<file path="src/msb_pkg.sv">
// Package with register map, field layout, timing and types of the sequencer block.
package msb_pkg;

  // ----------------------------------------
  // Register byte offsets
  // ----------------------------------------
  localparam logic [7:0] OFF_CTRL = 8'h00;
  localparam logic [7:0] OFF_STATUS = 8'h04;
  localparam logic [7:0] OFF_AMON_PERIOD = 8'h08;
  localparam logic [7:0] OFF_AMON_CHANS = 8'h0C;
  localparam logic [7:0] OFF_BAL_ENABLE = 8'h10;
  localparam logic [7:0] OFF_BAL_CONFIG = 8'h14;
  localparam logic [7:0] OFF_DEV_FAULT = 8'h18;
  localparam logic [7:0] OFF_SHDN_CAUSE = 8'h1C;
  localparam logic [7:0] OFF_TEMP_RESULT = 8'h20;
  localparam logic [7:0] OFF_TEMP_THRESH = 8'h24;
  localparam logic [7:0] OFF_SYS_FAULT = 8'h28;

  // ----------------------------------------
  // Field positions
  // ----------------------------------------
  localparam int CH_DIG_TEMP = 0;
  localparam int CH_ANA_TEMP = 1;
  localparam int CH_REFERENCE = 2;
  localparam int CTRL_OVS_LSB = 16;
  localparam int CTRL_MODMON = 19;
  localparam int CTRL_SQUEEZE = 20;
  localparam int CTRL_START = 24;
  localparam int ST_RUNNING = 0;
  localparam int ST_BUSY = 1;
  localparam int ST_SHDN = 2;
  localparam int ST_TEMP_FLT = 3;
  localparam int CFG_KEEP = 0;
  localparam int CFG_DUR_LSB = 8;

  // ----------------------------------------
  // Reset values
  // ----------------------------------------
  localparam logic [15:0] TEMP_THRESH_RST = 16'hC000;
  localparam logic [15:0] TEMP_RESULT_RST = 16'h0000;

  // ----------------------------------------
  // Timing
  // ----------------------------------------
  localparam int unsigned CLK_MHZ = 250;
  localparam int unsigned TEMP_PERIOD_US = 1000000;
  localparam int unsigned AMON_UNIT_US = 1000;
  localparam int unsigned TEMP_PERIOD_CYC = TEMP_PERIOD_US * CLK_MHZ;
  localparam int unsigned AMON_UNIT_CYC = AMON_UNIT_US * CLK_MHZ;

  // ----------------------------------------
  // Types
  // ----------------------------------------
  typedef enum logic [1:0] {
    MSB_IDLE = 2'b00,
    MSB_HOST = 2'b01,
    MSB_ATEMP = 2'b10,
    MSB_AMON = 2'b11
  } msb_state_t;

  typedef struct packed {
    logic [15:0] chans;
    logic [2:0] ovs;
    logic temp_no_avg;
    logic module_mon;
    logic squeeze;
  } msb_adc_cmd_t;

endpackage

</file>
<file path="src/msb_ctl.sv">
// Measurement scheduler, thermal shutdown and passive balance control with an APB register file.
`timescale 1ns/1ps
`default_nettype none

module msb_ctl #(
  parameter int unsigned SEC_CYCLES = msb_pkg::TEMP_PERIOD_CYC,
  parameter int unsigned UNIT_CYCLES = msb_pkg::AMON_UNIT_CYC
) (
  input wire logic clk,
  input wire logic rst_n,
  input wire logic psel,
  input wire logic penable,
  input wire logic pwrite,
  input wire logic [7:0] paddr,
  input wire logic [31:0] pwdata,
  output logic [31:0] prdata,
  output logic pready,
  output logic pslverr,
  output msb_pkg::msb_adc_cmd_t adc_cmd,
  output logic adc_start,
  output logic adc_abort,
  input wire logic adc_done,
  input wire logic [15:0] adc_temp_data,
  input wire logic ext_fault,
  input wire logic trip_a_pin,
  input wire logic trip_b_pin,
  input wire logic wake_pin,
  output logic shutdown,
  output logic power_hold,
  output logic [15:0] balance_drive_output,
  output logic balance_power
);
  import msb_pkg::*;

  initial begin
    if (SEC_CYCLES < 4 || UNIT_CYCLES < 2 || SEC_CYCLES >= 32'h1000_0000 || UNIT_CYCLES >= 32'h1000_0000) begin
      $error("msb_ctl: timer lengths out of range");
    end
  end

  // ----------------------------------------
  // Pin synchronisers
  // ----------------------------------------
  logic [2:0] pin_s1_q, pin_s2_q;
  always_ff @(posedge clk or negedge rst_n) begin
    if (!rst_n) begin
      pin_s1_q <= 3'h0;
      pin_s2_q <= 3'h0;
    end else begin
      pin_s1_q <= {wake_pin, trip_b_pin, trip_a_pin};
      pin_s2_q <= pin_s1_q;
    end
  end
  wire logic trip_a = pin_s2_q[0];
  wire logic trip_b = pin_s2_q[1];
  wire logic wake = pin_s2_q[2];

  // ----------------------------------------
  // Registers and APB decode
  // ----------------------------------------
  logic [31:0] ctrl_q;
  logic [7:0] automon_period_q;
  logic [15:0] automon_channel_set_q, balance_enable_q, temp_result_q, temp_thresh_q;
  logic balance_keep_on_fault_q;
  logic [7:0] balance_duration_q;
  logic user_checksum_error_q, int_temp_fault_q, shutdown_q;
  logic [1:0] shutdown_cause_q;
  msb_state_t state_q;

  wire logic acc = psel && penable && pready;
  wire logic wr = acc && pwrite;
  wire logic wr_ctrl = wr && paddr == OFF_CTRL;
  wire logic wr_status = wr && paddr == OFF_STATUS;
  wire logic wr_period = wr && paddr == OFF_AMON_PERIOD;
  wire logic wr_bal = wr && paddr == OFF_BAL_ENABLE;
  wire logic wr_cfg = wr && paddr == OFF_BAL_CONFIG;
  wire logic wr_dfault = wr && paddr == OFF_DEV_FAULT;
  wire logic wr_cause = wr && paddr == OFF_SHDN_CAUSE;
  wire logic host_go = wr_ctrl && pwdata[CTRL_START];
  wire logic fault_now = ext_fault || int_temp_fault_q;
  wire logic bal_block = fault_now && !balance_keep_on_fault_q;
  logic [31:0] rd_mux;
  logic rd_hit;
  wire logic [31:0] status_word = {28'h0, int_temp_fault_q, shutdown_q, state_q == MSB_HOST,
                                   state_q == MSB_AMON};

  always_comb begin
    rd_hit = 1'b1;
    unique case (paddr)
      OFF_CTRL: rd_mux = {7'h0, 1'b0, ctrl_q[23:0]};
      OFF_STATUS: rd_mux = status_word;
      OFF_AMON_PERIOD: rd_mux = {24'h0, automon_period_q};
      OFF_AMON_CHANS: rd_mux = {16'h0, automon_channel_set_q};
      OFF_BAL_ENABLE: rd_mux = {16'h0, balance_enable_q};
      OFF_BAL_CONFIG: rd_mux = {16'h0, balance_duration_q, 7'h0, balance_keep_on_fault_q};
      OFF_DEV_FAULT: rd_mux = {31'h0, user_checksum_error_q};
      OFF_SHDN_CAUSE: rd_mux = {30'h0, shutdown_cause_q};
      OFF_TEMP_RESULT: rd_mux = {16'h0, temp_result_q};
      OFF_TEMP_THRESH: rd_mux = {16'h0, temp_thresh_q};
      OFF_SYS_FAULT: rd_mux = {31'h0, int_temp_fault_q};
      default: begin
        rd_mux = 32'h0;
        rd_hit = 1'b0;
      end
    endcase
  end

  // One wait state: pready rises in the second access cycle with data captured.
  always_ff @(posedge clk or negedge rst_n) begin
    if (!rst_n) begin
      pready <= 1'b0;
      prdata <= 32'h0;
      pslverr <= 1'b0;
    end else begin
      pready <= psel && penable && !pready;
      prdata <= (psel && penable && !pready && !pwrite) ? rd_mux : 32'h0;
      pslverr <= psel && penable && !pready && !rd_hit;
    end
  end

  always_ff @(posedge clk or negedge rst_n) begin
    if (!rst_n) begin
      ctrl_q <= 32'h0;
      automon_channel_set_q <= 16'h0;
      temp_thresh_q <= TEMP_THRESH_RST;
      balance_keep_on_fault_q <= 1'b0;
      balance_duration_q <= 8'h0;
    end else begin
      if (wr_ctrl) begin
        ctrl_q <= {8'h0, pwdata[23:0]};
      end
      if (wr && paddr == OFF_AMON_CHANS) begin
        automon_channel_set_q <= pwdata[15:0];
      end
      if (wr && paddr == OFF_TEMP_THRESH) begin
        temp_thresh_q <= pwdata[15:0];
      end
      if (wr_cfg) begin
        balance_keep_on_fault_q <= pwdata[CFG_KEEP];
        balance_duration_q <= pwdata[CFG_DUR_LSB +: 8];
      end
    end
  end

  // ----------------------------------------
  // Timers
  // ----------------------------------------
  logic [27:0] sec_cnt_q, unit_cnt_q, bal_cnt_q;
  logic [7:0] amon_cnt_q, bal_sec_q;
  logic temp_pend_q, amon_due_q;
  wire logic sec_tick = sec_cnt_q == 28'(SEC_CYCLES - 1);
  wire logic unit_tick = unit_cnt_q == 28'(UNIT_CYCLES - 1);
  wire logic bal_tick = bal_cnt_q == 28'(SEC_CYCLES - 1);
  wire logic amon_restart = (wr_status && pwdata[ST_RUNNING] && automon_period_q != 8'h0)
                            || (wr_period && pwdata[7:0] != 8'h0 && automon_period_q == 8'h0);
  wire logic amon_on = automon_period_q != 8'h0;

  // ----------------------------------------
  // Sequencer
  // ----------------------------------------
  msb_state_t state_d;
  msb_adc_cmd_t host_cmd, amon_cmd, temp_cmd, cmd_d;
  logic start_d, abort_d;
  logic [15:0] host_chans;
  assign host_chans = pwdata[15:0];
  assign host_cmd = '{chans: host_chans, ovs: pwdata[CTRL_OVS_LSB +: 3], temp_no_avg: 1'b1,
                      module_mon: pwdata[CTRL_MODMON], squeeze: pwdata[CTRL_SQUEEZE]};
  assign amon_cmd = '{chans: automon_channel_set_q, ovs: ctrl_q[CTRL_OVS_LSB +: 3], temp_no_avg: 1'b1,
                      module_mon: ctrl_q[CTRL_MODMON], squeeze: ctrl_q[CTRL_SQUEEZE]};
  assign temp_cmd = '{chans: 16'h0001, ovs: 3'h0, temp_no_avg: 1'b1, module_mon: 1'b0, squeeze: 1'b0};
  wire logic may_start = !shutdown_q;
  wire logic host_take = host_go && may_start && (state_q == MSB_IDLE || state_q == MSB_ATEMP);
  wire logic start_dt = start_d && cmd_d.chans[CH_DIG_TEMP];

  always_comb begin
    state_d = state_q;
    cmd_d = adc_cmd;
    start_d = 1'b0;
    abort_d = 1'b0;
    if (host_take) begin
      // Digital, analog and reference channels ride in the host channel set.
      state_d = MSB_HOST;
      cmd_d = host_cmd;
      start_d = 1'b1;
      abort_d = state_q == MSB_ATEMP;
    end else if (state_q == MSB_IDLE && may_start && amon_on && amon_due_q) begin
      state_d = MSB_AMON;
      cmd_d = amon_cmd;
      start_d = 1'b1;
    end else if (state_q == MSB_IDLE && may_start && temp_pend_q) begin
      state_d = MSB_ATEMP;
      cmd_d = temp_cmd;
      start_d = 1'b1;
    end else if (state_q != MSB_IDLE && adc_done) begin
      state_d = MSB_IDLE;
    end else if (shutdown_q && state_q != MSB_IDLE) begin
      state_d = MSB_IDLE;
      abort_d = 1'b1;
    end
  end

  always_ff @(posedge clk or negedge rst_n) begin
    if (!rst_n) begin
      state_q <= MSB_IDLE;
      adc_cmd <= '0;
      adc_start <= 1'b0;
      adc_abort <= 1'b0;
    end else begin
      state_q <= state_d;
      adc_cmd <= cmd_d;
      adc_start <= start_d;
      adc_abort <= abort_d;
    end
  end

  always_ff @(posedge clk or negedge rst_n) begin
    if (!rst_n) begin
      sec_cnt_q <= 28'h0;
      temp_pend_q <= 1'b0;
    end else begin
      sec_cnt_q <= (start_dt || sec_tick) ? 28'h0 : sec_cnt_q + 28'h1;
      if (sec_tick || (abort_d && state_q == MSB_ATEMP && !cmd_d.chans[CH_DIG_TEMP])) begin
        temp_pend_q <= 1'b1;
      end else if (start_dt) begin
        temp_pend_q <= 1'b0;
      end
    end
  end

  always_ff @(posedge clk or negedge rst_n) begin
    if (!rst_n) begin
      automon_period_q <= 8'h0;
      unit_cnt_q <= 28'h0;
      amon_cnt_q <= 8'h0;
      amon_due_q <= 1'b0;
    end else begin
      if (wr_period) begin
        automon_period_q <= pwdata[7:0];
      end
      if (amon_restart || !amon_on) begin
        unit_cnt_q <= 28'h0;
        amon_cnt_q <= 8'h0;
        amon_due_q <= amon_restart;
      end else begin
        unit_cnt_q <= unit_tick ? 28'h0 : unit_cnt_q + 28'h1;
        if (unit_tick && amon_cnt_q + 8'h1 >= automon_period_q) begin
          amon_cnt_q <= 8'h0;
          amon_due_q <= 1'b1;
        end else begin
          if (unit_tick) begin
            amon_cnt_q <= amon_cnt_q + 8'h1;
          end
          if (start_d && state_d == MSB_AMON) begin
            amon_due_q <= 1'b0;
          end
        end
      end
    end
  end

  // ----------------------------------------
  // Temperature result and fault
  // ----------------------------------------
  always_ff @(posedge clk or negedge rst_n) begin
    if (!rst_n) begin
      temp_result_q <= TEMP_RESULT_RST;
      int_temp_fault_q <= 1'b0;
    end else begin
      if (adc_done && state_q != MSB_IDLE && adc_cmd.chans[CH_DIG_TEMP]) begin
        temp_result_q <= adc_temp_data;
      end
      int_temp_fault_q <= temp_result_q > temp_thresh_q;
    end
  end

  // ----------------------------------------
  // Thermal shutdown
  // ----------------------------------------
  always_ff @(posedge clk or negedge rst_n) begin
    if (!rst_n) begin
      shutdown_q <= 1'b0;
      shutdown_cause_q <= 2'h0;
    end else begin
      if (trip_a || trip_b) begin
        shutdown_q <= 1'b1;
      end else if (shutdown_q && wake) begin
        shutdown_q <= 1'b0;
      end
      shutdown_cause_q <= (shutdown_cause_q & ~(wr_cause ? pwdata[1:0] : 2'h0)) | {trip_b, trip_a};
    end
  end

  // ----------------------------------------
  // Passive balancing
  // ----------------------------------------
  logic [15:0] bal_d;
  wire logic bal_expire = balance_duration_q != 8'h0 && bal_tick && bal_sec_q + 8'h1 >= balance_duration_q;
  always_comb begin
    bal_d = balance_enable_q;
    if (bal_block) begin
      bal_d = 16'h0;
    end else if (wr_bal) begin
      bal_d = pwdata[15:0];
    end else if (bal_expire) begin
      bal_d = 16'h0;
    end
  end

  always_ff @(posedge clk or negedge rst_n) begin
    if (!rst_n) begin
      balance_enable_q <= 16'h0;
      bal_cnt_q <= 28'h0;
      bal_sec_q <= 8'h0;
      user_checksum_error_q <= 1'b0;
    end else begin
      balance_enable_q <= bal_d;
      if (wr_bal || balance_enable_q == 16'h0 || bal_expire) begin
        bal_cnt_q <= 28'h0;
        bal_sec_q <= 8'h0;
      end else begin
        bal_cnt_q <= bal_tick ? 28'h0 : bal_cnt_q + 28'h1;
        bal_sec_q <= bal_tick ? bal_sec_q + 8'h1 : bal_sec_q;
      end
      if (bal_d != balance_enable_q) begin
        user_checksum_error_q <= 1'b1;
      end else if (wr_dfault && pwdata[0]) begin
        user_checksum_error_q <= 1'b0;
      end
    end
  end

  // ----------------------------------------
  // Output flops
  // ----------------------------------------
  always_ff @(posedge clk or negedge rst_n) begin
    if (!rst_n) begin
      shutdown <= 1'b0;
      power_hold <= 1'b0;
      balance_drive_output <= 16'h0;
      balance_power <= 1'b0;
    end else begin
      shutdown <= shutdown_q;
      power_hold <= amon_on;
      balance_drive_output <= balance_enable_q;
      balance_power <= |balance_enable_q;
    end
  end

  // ----------------------------------------
  // Checks
  // ----------------------------------------
  chk_drive_follows_enable: assert property (@(posedge clk) disable iff (!rst_n)
    balance_drive_output == $past(balance_enable_q)) else $error("drive differs from enable");
  chk_bal_power_any: assert property (@(posedge clk) disable iff (!rst_n)
    ##1 (balance_power == ($past(balance_enable_q) != 16'h0))) else $error("balance power wrong");
  chk_fault_clears_bal: assert property (@(posedge clk) disable iff (!rst_n)
    bal_block |=> balance_enable_q == 16'h0 && ($stable(balance_duration_q) || $past(wr_cfg)))
    else $error("fault did not clear balancing");
  chk_keep_holds_bal: assert property (@(posedge clk) disable iff (!rst_n)
    (balance_keep_on_fault_q && fault_now && !wr_bal && !bal_expire) |=> $stable(balance_enable_q))
    else $error("balancing changed under keep");
  chk_change_sets_cksum: assert property (@(posedge clk) disable iff (!rst_n)
    (balance_enable_q != $past(balance_enable_q)) |-> user_checksum_error_q) else $error("checksum flag missed");
  chk_trip_shuts_down: assert property (@(posedge clk) disable iff (!rst_n)
    (trip_a || trip_b) |=> shutdown_q ##1 shutdown) else $error("trip did not shut down");
  chk_no_self_wake: assert property (@(posedge clk) disable iff (!rst_n)
    $fell(shutdown_q) |-> $past(wake) && !$past(trip_a || trip_b))
    else $error("left shutdown without wake");
  chk_running_only_amon: assert property (@(posedge clk) disable iff (!rst_n)
    $rose(status_word[ST_RUNNING]) |-> adc_start && adc_cmd.chans == $past(automon_channel_set_q))
    else $error("running bit set without auto-monitor start");
  chk_running_cleared_done: assert property (@(posedge clk) disable iff (!rst_n)
    (status_word[ST_RUNNING] && adc_done) |=> !status_word[ST_RUNNING]) else $error("running bit held after done");
  chk_temp_pend_tick: assert property (@(posedge clk) disable iff (!rst_n)
    sec_tick |=> temp_pend_q) else $error("second tick lost");
  chk_preempt_rerun: assert property (@(posedge clk) disable iff (!rst_n)
    (state_q == MSB_ATEMP && host_take && !host_cmd.chans[CH_DIG_TEMP]) |=> state_q == MSB_HOST && temp_pend_q
    && adc_abort) else $error("preempted sample not rescheduled");
  chk_fault_compare: assert property (@(posedge clk) disable iff (!rst_n)
    ##1 int_temp_fault_q == ($past(temp_result_q) > $past(temp_thresh_q))) else $error("temp fault stale");

endmodule

`default_nettype wire

</file>
<file path="config.mk">
export PLATFORM = sky130hd
export DESIGN_NAME = msb_ctl
export DESIGN_NICKNAME = d
export VERILOG_FILES = /design/src/msb_pkg.sv /design/src/msb_ctl.sv
export SDC_FILE = /design/constraint.sdc
export NUM_CORES = 1
export LEC_CHECK = 0
export BUFFER_PORTS_ARGS = -buffer_cell sky130_fd_sc_hd__buf_2
export CORE_AREA = 2 2 181 139
export CTS_CLUSTER_SIZE = 30
export DETAILED_ROUTE_END_ITERATION = 8
export DIE_AREA = 0 0 183 141
export GPL_TIMING_DRIVEN = 0
export PLACE_DENSITY = 0.9
export RECOVER_POWER = 50
export REMOVE_ABC_BUFFERS = 1
export SETUP_SLACK_MARGIN = 0.05
export SLEW_MARGIN = 5
export SYNTH_ARGS = -nofsm -noshare
export SYNTH_HDL_FRONTEND = slang
export SYNTH_SLANG_ARGS = --single-unit
</file>
<file path="constraint.sdc">
create_clock -name clk -period 3.33 [get_ports clk]
set_clock_uncertainty 0.05 [all_clocks]
set_input_delay 0.666 -clock clk [delete_from_list [all_inputs] [get_ports clk]]
set_output_delay 0.666 -clock clk [all_outputs]
set_load 0.03 [all_outputs]
</file>
## After elaboration in Yosys (flattened, before gate mapping)

Index checks and enable logic that the tools add are counted.

| word-level totals | value |
|---|---|
| logic and storage cells | 180 |
| input port bits | 66 |
| register bits after elaboration | 297 |
| output and inout bits | 77 |

| operators by class | value |
|---|---|
| multiplexer cells | 42 |
| reductions and logical operators | 72 |
| order comparisons | 3 |
| $add $sub $neg | 5 |
| bitwise operators | 3 |
| equal/unequal tests | 18 |

Operator list:

| kind | count |
|---|---|
| $pmux 24 s11 | 1 |
| $mux 28 | 5 |
| $add 28x1->28 const B | 3 |
| $mux 22 | 3 |
| $eq 28x28->1 const B | 2 |
| $mux 16 | 3 |
| $mux 8 | 5 |
| $logic_and 1x1->1 | 39 |
| $eq 8x5->1 const B | 4 |
| $mux 32 | 1 |
| $eq 28x18->1 const B | 1 |
| $eq 8x6->1 const B | 3 |
| $reduce_bool 8->1 | 3 |
| $mux 1 | 18 |
| $add 8x1->8 const B | 2 |
| $eq 8x4->1 const B | 2 |
| $ge 8x8->1 | 2 |
| $gt 16x16->1 | 1 |
| $logic_not 16->1 | 1 |
| $logic_not 8->1 | 2 |
| $ne 16x16->1 | 1 |
| $reduce_or 16->1 | 1 |
| $mux 2 | 6 |
| $reduce_or 11->1 | 1 |
| other kinds (11) | 33 |

## Depth between registers and ports, before layout

Gate-level depths: netlist of run 1.

| depth | value |
|---|---|
| depth in word-level cells | 13 |
| depth in mapped cells | 11 |
| mapped depth without buffers | 10 |

## Worst setup path before layout of run 1

OpenSTA, ideal clock, no wires.

| timing | value |
|---|---|
| path kind | flip-flop to flip-flop |
| start point | register bal_sec_q[0] |
| end point | register balance_enable_q[10] |
| stages on the path, launching flop included | 11 |
| arrival | 2.563 ns |
| library setup time | 0.078 ns |
| buffers on the path | 1 |
| path slack | 0.639 ns |
| cells stage by stage | dfrtp_1 > ha_1 > and3_1 > and3_1 > xor2_1 > ha_1 > a211o_1 > o21ai_2 > clkbuf_1 > nand3_1 > a21oi_1 |

| on the way | value |
|---|---|
| cells in the longest elaborated chain, start to end | 6 |

RTL lines:

| element | line | RTL |
|---|---|---|
| start, declared | msb_ctl.sv:149 | `logic [7:0] amon_cnt_q, bal_sec_q;` |
| start signal, assigned | msb_ctl.sv:322 | `bal_sec_q <= bal_tick ? bal_sec_q + 8'h1 : bal_sec_q;` |
| $add 8x1->8 | msb_ctl.sv:297 | `wire logic bal_expire = balance_duration_q != 8'h0 && bal_tick && bal_sec_q + 8'h1 >= balance_duration_q;` |
| $ge 8x8->1 | msb_ctl.sv:297 |  |
| $logic_and 1x1->1 | msb_ctl.sv:297 |  |
| $mux 16 | msb_ctl.sv:304 | `end else if (bal_expire) begin` |
| $mux 16 | msb_ctl.sv:302 | `end else if (wr_bal) begin` |
| $mux 16 | msb_ctl.sv:300 | `if (bal_block) begin` |
| net bal_d[10] | msb_ctl.sv:296 | `logic [15:0] bal_d;` |
| end signal, assigned | msb_ctl.sv:316 | `balance_enable_q <= bal_d;` |
| end, declared | msb_ctl.sv:63 | `logic [15:0] automon_channel_set_q, balance_enable_q, temp_result_q, temp_thresh_q;` |

The timed path passes the listed nets, and every way through them passes these cells.
A chain may end at the register's enable or synchronous reset.

## Worst setup path in the final report of run 1

| timing | value |
|---|---|
| start point | input port paddr[5] |
| end point | register automon_channel_set_q[14] |

| on the way | value |
|---|---|
| cells in the longest elaborated chain, start to end | 2 |

RTL lines:

| element | line | RTL |
|---|---|---|
| start, declared | msb_ctl.sv:14 | `input wire logic [7:0] paddr,` |
| $eq 8x4->1 | msb_ctl.sv:132 | `if (wr && paddr == OFF_AMON_CHANS) begin` |
| $logic_and 1x1->1 | msb_ctl.sv:132 |  |
| end signal, assigned | msb_ctl.sv:133 | `automon_channel_set_q <= pwdata[15:0];` |
| end, declared | msb_ctl.sv:63 |  |

Every way passes these cells.

==> flow_summary.yaml, run 1 <==
place:
  dp_hpwl_mm: 24.9
  dpl_cell_area_sq_um: 14800
  portBuffers: 127
  gp_congestion: 0.998
  place_inst: 1764
worst_setup_path:
  path_cells: "buf_2 > nor4_4 > and2_0 > nand2_2 > mux2_2"
  criticalPathCategory: "input pin to flop"
  cp.required_ns: 3.70
  start_kind: "input pin"
  critical_path_arrival_ns: 3.65
  slowest_stage: "and2_0"
  critPathMaxFanout: 25
  endpoint_kind: "flop"
  cp_slowest_stage_delay_ns: 0.98
grt:
  grt.total_usage_pct: 28.2
  grt_overflow: 0
  antenna_found_initial: 0
  grt_pass1_vias: 11300
  grt_first_pass_wirelength_mm: 58.1
  grt_max_degree: 122
power_and_ir_drop:
  pwr-share-clk_pct: 44.3
  power.net_switching_mw: 1.56
  p_int_mw: 5.36
  peakVddDrop_mv: 0.342
  seqPwrFrac_pct: 51.7
  cellPowerDensity_nw_per_um2: 440
  leakagePower_nw: 7.21
  power_mw: 6.92
  combPwrFrac_pct: 4.0
  sw_frac_of_total_pct: 22.5
cts:
  ctsHoldBuffers: 0
  root_buffer: "clkbuf_16"
  clk_path_buf_depth: 3
  numCtsBuffers: 27
  clock_latency_ns: 0.54
  clk_pin_slew_worst_paths_ns: 0.06
  clock-sinks: 289
  htree_levels: 1
  cts_tree: "built"
detailed_routing:
  wl_mm: 36.6
  antenna_left: 0
  wl_per_cell_microns: 20.1
  num_vias: 11400
  drt_iter0_markers: 1463
  viasPerCell: 6.28
  firstDrtPassIters: 5
  drc_errors: 0
synth:
  yosys.area.top_type: "dfrtp_1"
  synth-compound-area-share_pct: 10.7
  yosysWarningCount: 0
  synth.area.top_cells: "dfrtp_1, mux2_2, nor2_1"
  synth_top_family_by_area: "simple AND/OR/NAND/NOR gates"
  synth_ff_type: "dfrtp_1"
  syn_avg_cell_area_sq_um: 10.1
  yosys-top-cells-count: "dfrtp_1, nor2_1, nand2_1"
  synth_top_cell_area_share_pct: 51.3
  syn_inst: 1382
  synth_adder_area_share_pct: 3.31
  ys_seq_area_share_pct: 51.7
  synth-xor-area-share_pct: 5.76
  yosys_register_bits: 289
  synth_edf_count: 0
  synthSimpleGateAreaFrac_pct: 19.6
  synth_cell_types: 73
  synthArstFlopShare_pct: 100
  synth_most_common_cell: "dfrtp_1"
  synth.area.mux_share_pct: 4.87
  netlist_area_sq_um: 14000
floorplanning:
  die_w_microns: 183
  fp.dieArea_sq_um: 25800
  die_height_microns: 141
  io_pins: 143
  initial_core_util_pct: 57.6
  fp-row-count: 50
  core_sq_um: 24300
finish:
  drive_above_1_share_pct: 17.5
  layoutNonFillerInstCount: 1819
  design_area_sq_um: 15700
  nNetsFinal: 1591
  area_growth_pct: 12.4
  final_util_pct: 64.8
  fillers: 1807
  n_antenna_cell: 0
  seq_area_sq_um: 7230
  multi_input_area_sq_um: 6250
sta:
  rsz0062_at_grt: "false"
  setup_viol: 0
  finalMaxSlewViolations: 7
  timing_hold_violations_final: 0
  finalCritPeriodShare_pct: 98.5
  tightest_slew_ns: 1.52
  slew_headroom_pct: -2.81
  clock.fmax_mhz: 305
  period_needed_ns: 3.28
min_path:
  min_path_type: "input pin to flop"
job:
  cap_violations: 1
run_status:
  status: "finished, violations left"
  violations: "capacitance limit, slew limit"
state kept, by name, summed over array words and instances (netlist names), 2 cells and up:
name / cells
adc_cmd: 22
amon_cnt_q: 8
automon_channel_set_q: 16
automon_period_q: 8
bal_cnt_q: 28
bal_sec_q: 8
balance_drive_output: 16
balance_duration_q: 8
balance_enable_q: 16
ctrl_q: 24
pin_s1_q: 3
pin_s2_q: 3
prdata: 24
sec_cnt_q: 28
shutdown_cause_q: 2
state_q: 2
temp_result_q: 16
temp_thresh_q: 16
unit_cnt_q: 28
layout by cell type (no fill, tap or decap), types with 14 or more instances in the layout:
cell type,n
ha_1,37
a22oi_1,28
a21oi_1,78
xnor2_1,33
nor3_1,14
nand4_1,35
nand2_1,129
nor2_1,144
nand3_1,60
inv_1,54
o21ai_0,51
mux2_2,54
buf_2,125
a31oi_1,14
dfrtp_1,287
and3_1,57
clkbuf_16,27
xor2_1,59
nand2b_1,21
worst max-delay path, delay by kind of cell:
family | cells | cell delay [ns]
mux | 1 | 0.45
buf+inv | 1 | 0.27
simple gates | 3 | 2.24
metal layers:
metal  wire (microns)  track usage, %
met4             1300            10.7
met1            14800            38.8
met3             4080            7.08
met5                0               0
met2            16500            43.4
power by group through the flow:
stage | clock [mW] | combinational [mW] | sequential (mW)
2_1_floorplan | 0 | 0.0847 | 3.64
3_3_place_gp | 0 | 0.253 | 3.64
3_5_place_dp | 0 | 0.271 | 3.64
4_1_cts | 3.08 | 0.274 | 3.57
5_1_grt | 3.22 | 0.300 | 3.58
6_report | 3.07 | 0.274 | 3.58
stage by stage:
step	hold slack, ns	setup TNS [ns]	setup slack (ns)
finish	0.185	0	0.0484
global route	0.170	0	0.0647
detailed placement	0.286	-83.39	-1.08
CTS	0.0133	0	0.0795
floorplan	0.281	-16.04	-0.574
global placement	0.284	-1232.98	-3.57
what timing repair did:
item | in CTS | in global routing
gates resized for setup | 5 | 4
buffers inserted | 0 | 7
pin swaps | 0 | 2
endpoints found under the setup margin | 94 | 87
hold endpoints to repair | 0 | 0
cell families after synthesis:
logic type | count (synthesis)
fa+ha+maj | 37
flops | 289
other cells | 1
compound gates | 240
simple gates | 539
mux | 60
buf+inv | 124
xor+xnor | 92
layout make-up:
class                      count  area share, %
tap                          312           2.48
clock buffer                  42           5.16
multi-input combinational    976           39.8
inverter                      54           1.29
timing repair buffer         140           4.93
clock inverter                 6          0.374
sequential                   289           46.0
path summary, 6_finish.rpt:
check                      cells after the start  slack (ns)         start                         to
max                                            5        0.05      paddr[5]  automon_channel_set_q[14]
max in group asynchronous                      2        0.63         rst_n               bal_sec_q[0]
min                                            1        0.19    trip_b_pin                pin_s1_q[1]
min in group asynchronous                      1        0.42         rst_n           temp_result_q[6]
min reg2reg                                    0        0.30   pin_s1_q[1]                pin_s2_q[1]
max reg2reg                                    9        0.27  bal_sec_q[0]               bal_sec_q[0]
Power figures use the tool's default switching activity.
==> run 2, diff against run 1 <==
--- a/config.mk
+++ b/config.mk
@@ -6,13 +6,13 @@
 export NUM_CORES = 1
 export LEC_CHECK = 0
 export BUFFER_PORTS_ARGS = -buffer_cell sky130_fd_sc_hd__buf_2
-export CORE_AREA = 2 2 181 139
+export CORE_AREA = 2 2 180 138
 export CTS_CLUSTER_SIZE = 30
 export DETAILED_ROUTE_END_ITERATION = 8
-export DIE_AREA = 0 0 183 141
+export DIE_AREA = 0 0 182 140
 export GPL_TIMING_DRIVEN = 0
-export PLACE_DENSITY = 0.9
-export RECOVER_POWER = 50
+export PLACE_DENSITY = 0.91
+export RECOVER_POWER = 25
 export REMOVE_ABC_BUFFERS = 1
 export SETUP_SLACK_MARGIN = 0.05
 export SLEW_MARGIN = 5
==> constraint.sdc (replaced) <==
create_clock -name clk -period 3.8 [get_ports clk]
set_clock_uncertainty 0.05 [all_clocks]
set_input_delay 0.76 -clock clk [delete_from_list [all_inputs] [get_ports clk]]
set_output_delay 0.76 -clock clk [all_outputs]
set_load 0.03 [all_outputs]
==> run 2 against run 1 <==
  * The run still ends with capacitance limit, slew limit left
  * Routed wire length down 0.31%
  * Register-to-register slack gained 0.15 ns
  * Power is 11% lower
  * Die area decreased by 1.3%
  * Clock power shrank 8.8%
  * Final area down 0.15%
  * Sequential power down 13%
  * Combinational power down 12%
  * Clock-buffer cell count shrank 5
  * Via count is 0.76% lower
  * Cell count decreased by 0.66%
  * Critical path type unchanged
  * Largest cell class unchanged
  * Highest routed layer unchanged
==> flow_summary.yaml, run 2 (synthesis gave the netlist of run 1 again) <==
cts:
  ctsHoldBuffers: 0
  htree_levels: 1
  clock-sinks: 289
  clk_pin_slew_worst_paths_ns: 0.06
  clock_latency_ns: 0.54
  root_buffer: "clkbuf_16"
  cts_tree: "built"
  clk_path_buf_depth: 3
  numCtsBuffers: 27
sta:
  setup_viol: 0
  fin_hold_ws_ns: 0.279
  clock.fmax_mhz: 271
  tightest_slew_ns: 2.25
  tns_ns: 0
  period_needed_ns: 3.69
  rsz0062_at_grt: "false"
  timing_hold_violations_final: 0
  finalMaxSlewViolations: 87
  finalCritPeriodShare_pct: 97.1
  slew_headroom_pct: -50.2
finish:
  final_util_pct: 66.4
  area_growth_pct: 12.3
  fillers: 1698
  top_regs: "bal_cnt_q (28), sec_cnt_q (28), unit_cnt_q (28)"
  layout_commonest_cell: "dfrtp_1"
  layoutNonFillerInstCount: 1807
  multi_input_area_sq_um: 6240
  final_cell_mix: "dfrtp_1, nor2_1, nand2_1"
  seq_area_sq_um: 7230
  drive_above_1_share_pct: 17.1
  nNetsFinal: 1584
floorplanning:
  die_w_microns: 182
  fp.dieArea_sq_um: 25500
  io_pins: 143
  initial_core_util_pct: 59.1
  die_height_microns: 140
  fp-row-count: 49
  core_sq_um: 23700
power_and_ir_drop:
  cellPowerDensity_nw_per_um2: 393
  power_mw: 6.17
  peakVddDrop_mv: 0.321
  leakagePower_nw: 7.20
run_status:
  status: "finished, violations left"
  violations: "capacitance limit, slew limit"
place:
  gp_congestion: 1.01
  portBuffers: 127
  place_inst: 1758
  dp_hpwl_mm: 25.1
grt:
  busiest_layer: "met2"
  met3_usage_pct: 7.85
  grt_pass1_vias: 11400
  grtUsageMet1_pct: 38.6
  grt.total_usage_pct: 28.5
  antenna_found_initial: 1
  grtUsageMet2_pct: 44.2
  grt_first_pass_wirelength_mm: 58.5
  grt_max_degree: 110
  grt_overflow: 0
min_path:
  min_path_type: "input pin to flop"
worst_setup_path:
  critPathMaxFanout: 25
  endpoint_kind: "flop"
  start_kind: "input pin"
  critical_path_arrival_ns: 4.05
  cp.required_ns: 4.16
  criticalPathCategory: "input pin to flop"
detailed_routing:
  num_vias: 11300
  drc_errors: 0
  drt_iter0_markers: 1299
  viasPerCell: 6.27
  wl_per_cell_microns: 20.2
  firstDrtPassIters: 7
  wl_mm: 36.5
  antenna_left: 0
job:
  cap_violations: 1
[run 2: worst paths after layout]
kind	cells after the start	slack (ns)	end	start
hold / removal	1	0.28	pin_s1_q[2]	wake_pin
min in group asynchronous	1	0.82	temp_result_q[6]	rst_n
max in group asynchronous	2	1.47	bal_cnt_q[4]	rst_n
setup reg to reg	9	0.42	bal_sec_q[1]	bal_sec_q[0]
hold reg to reg	0	0.30	pin_s2_q[0]	pin_s1_q[0]
setup / recovery	5	0.11	automon_channel_set_q[15]	paddr[5]
[run 2: timing repair]
| item | CTS | global route |
|---|---|---|
| buffers inserted | 0 | 0 |
| pin swaps | 0 | 0 |
| hold endpoints to repair | 0 | 0 |
| resized for setup | 3 | 1 |
| setup endpoints to repair | 42 | 27 |
[run 2: worst max-delay path, cell delays in order]
cell and delay (ns):
buf_2 0.25, nor4_4 0.67, and2_0 0.95, nand2_1 0.87, mux2_2 0.52
[run 2: power breakdown]
group	internal, mW	leakage, nW	switching, mW
Combinational	0.0639	2.88	0.178
Sequential	3.10	3.86	0.0297
Clock	1.63	0.451	1.17
[run 2: area by class of cell]
type | instances | area share, %
Multi-Input combinational cell | 976 | 39.7
Inverter | 54 | 1.29
Sequential cell | 289 | 46.1
Tap cell | 306 | 2.44
Clock buffer | 37 | 4.92
Timing Repair Buffer | 133 | 4.65
Antenna cell | 1 | 0.0159
Clock inverter | 11 | 0.868
[run 2: routing by layer]
metal | wire [microns] | vias up
li1 | - | 5051
met1 | 14600 | 5524
met2 | 16700 | 628
met3 | 3910 | 134
met4 | 1310 | 0
met5 | 0 | -
[run 2: through the flow]
step | setup WS, ns | area, sq um
after floorplan | -0.198 | 13700
after CTS | 0.0979 | 15700
after global routing | 0.0779 | 15700
after global placement | -3.18 | 14700
final | 0.112 | 15700
after detailed placement | -0.822 | 14800
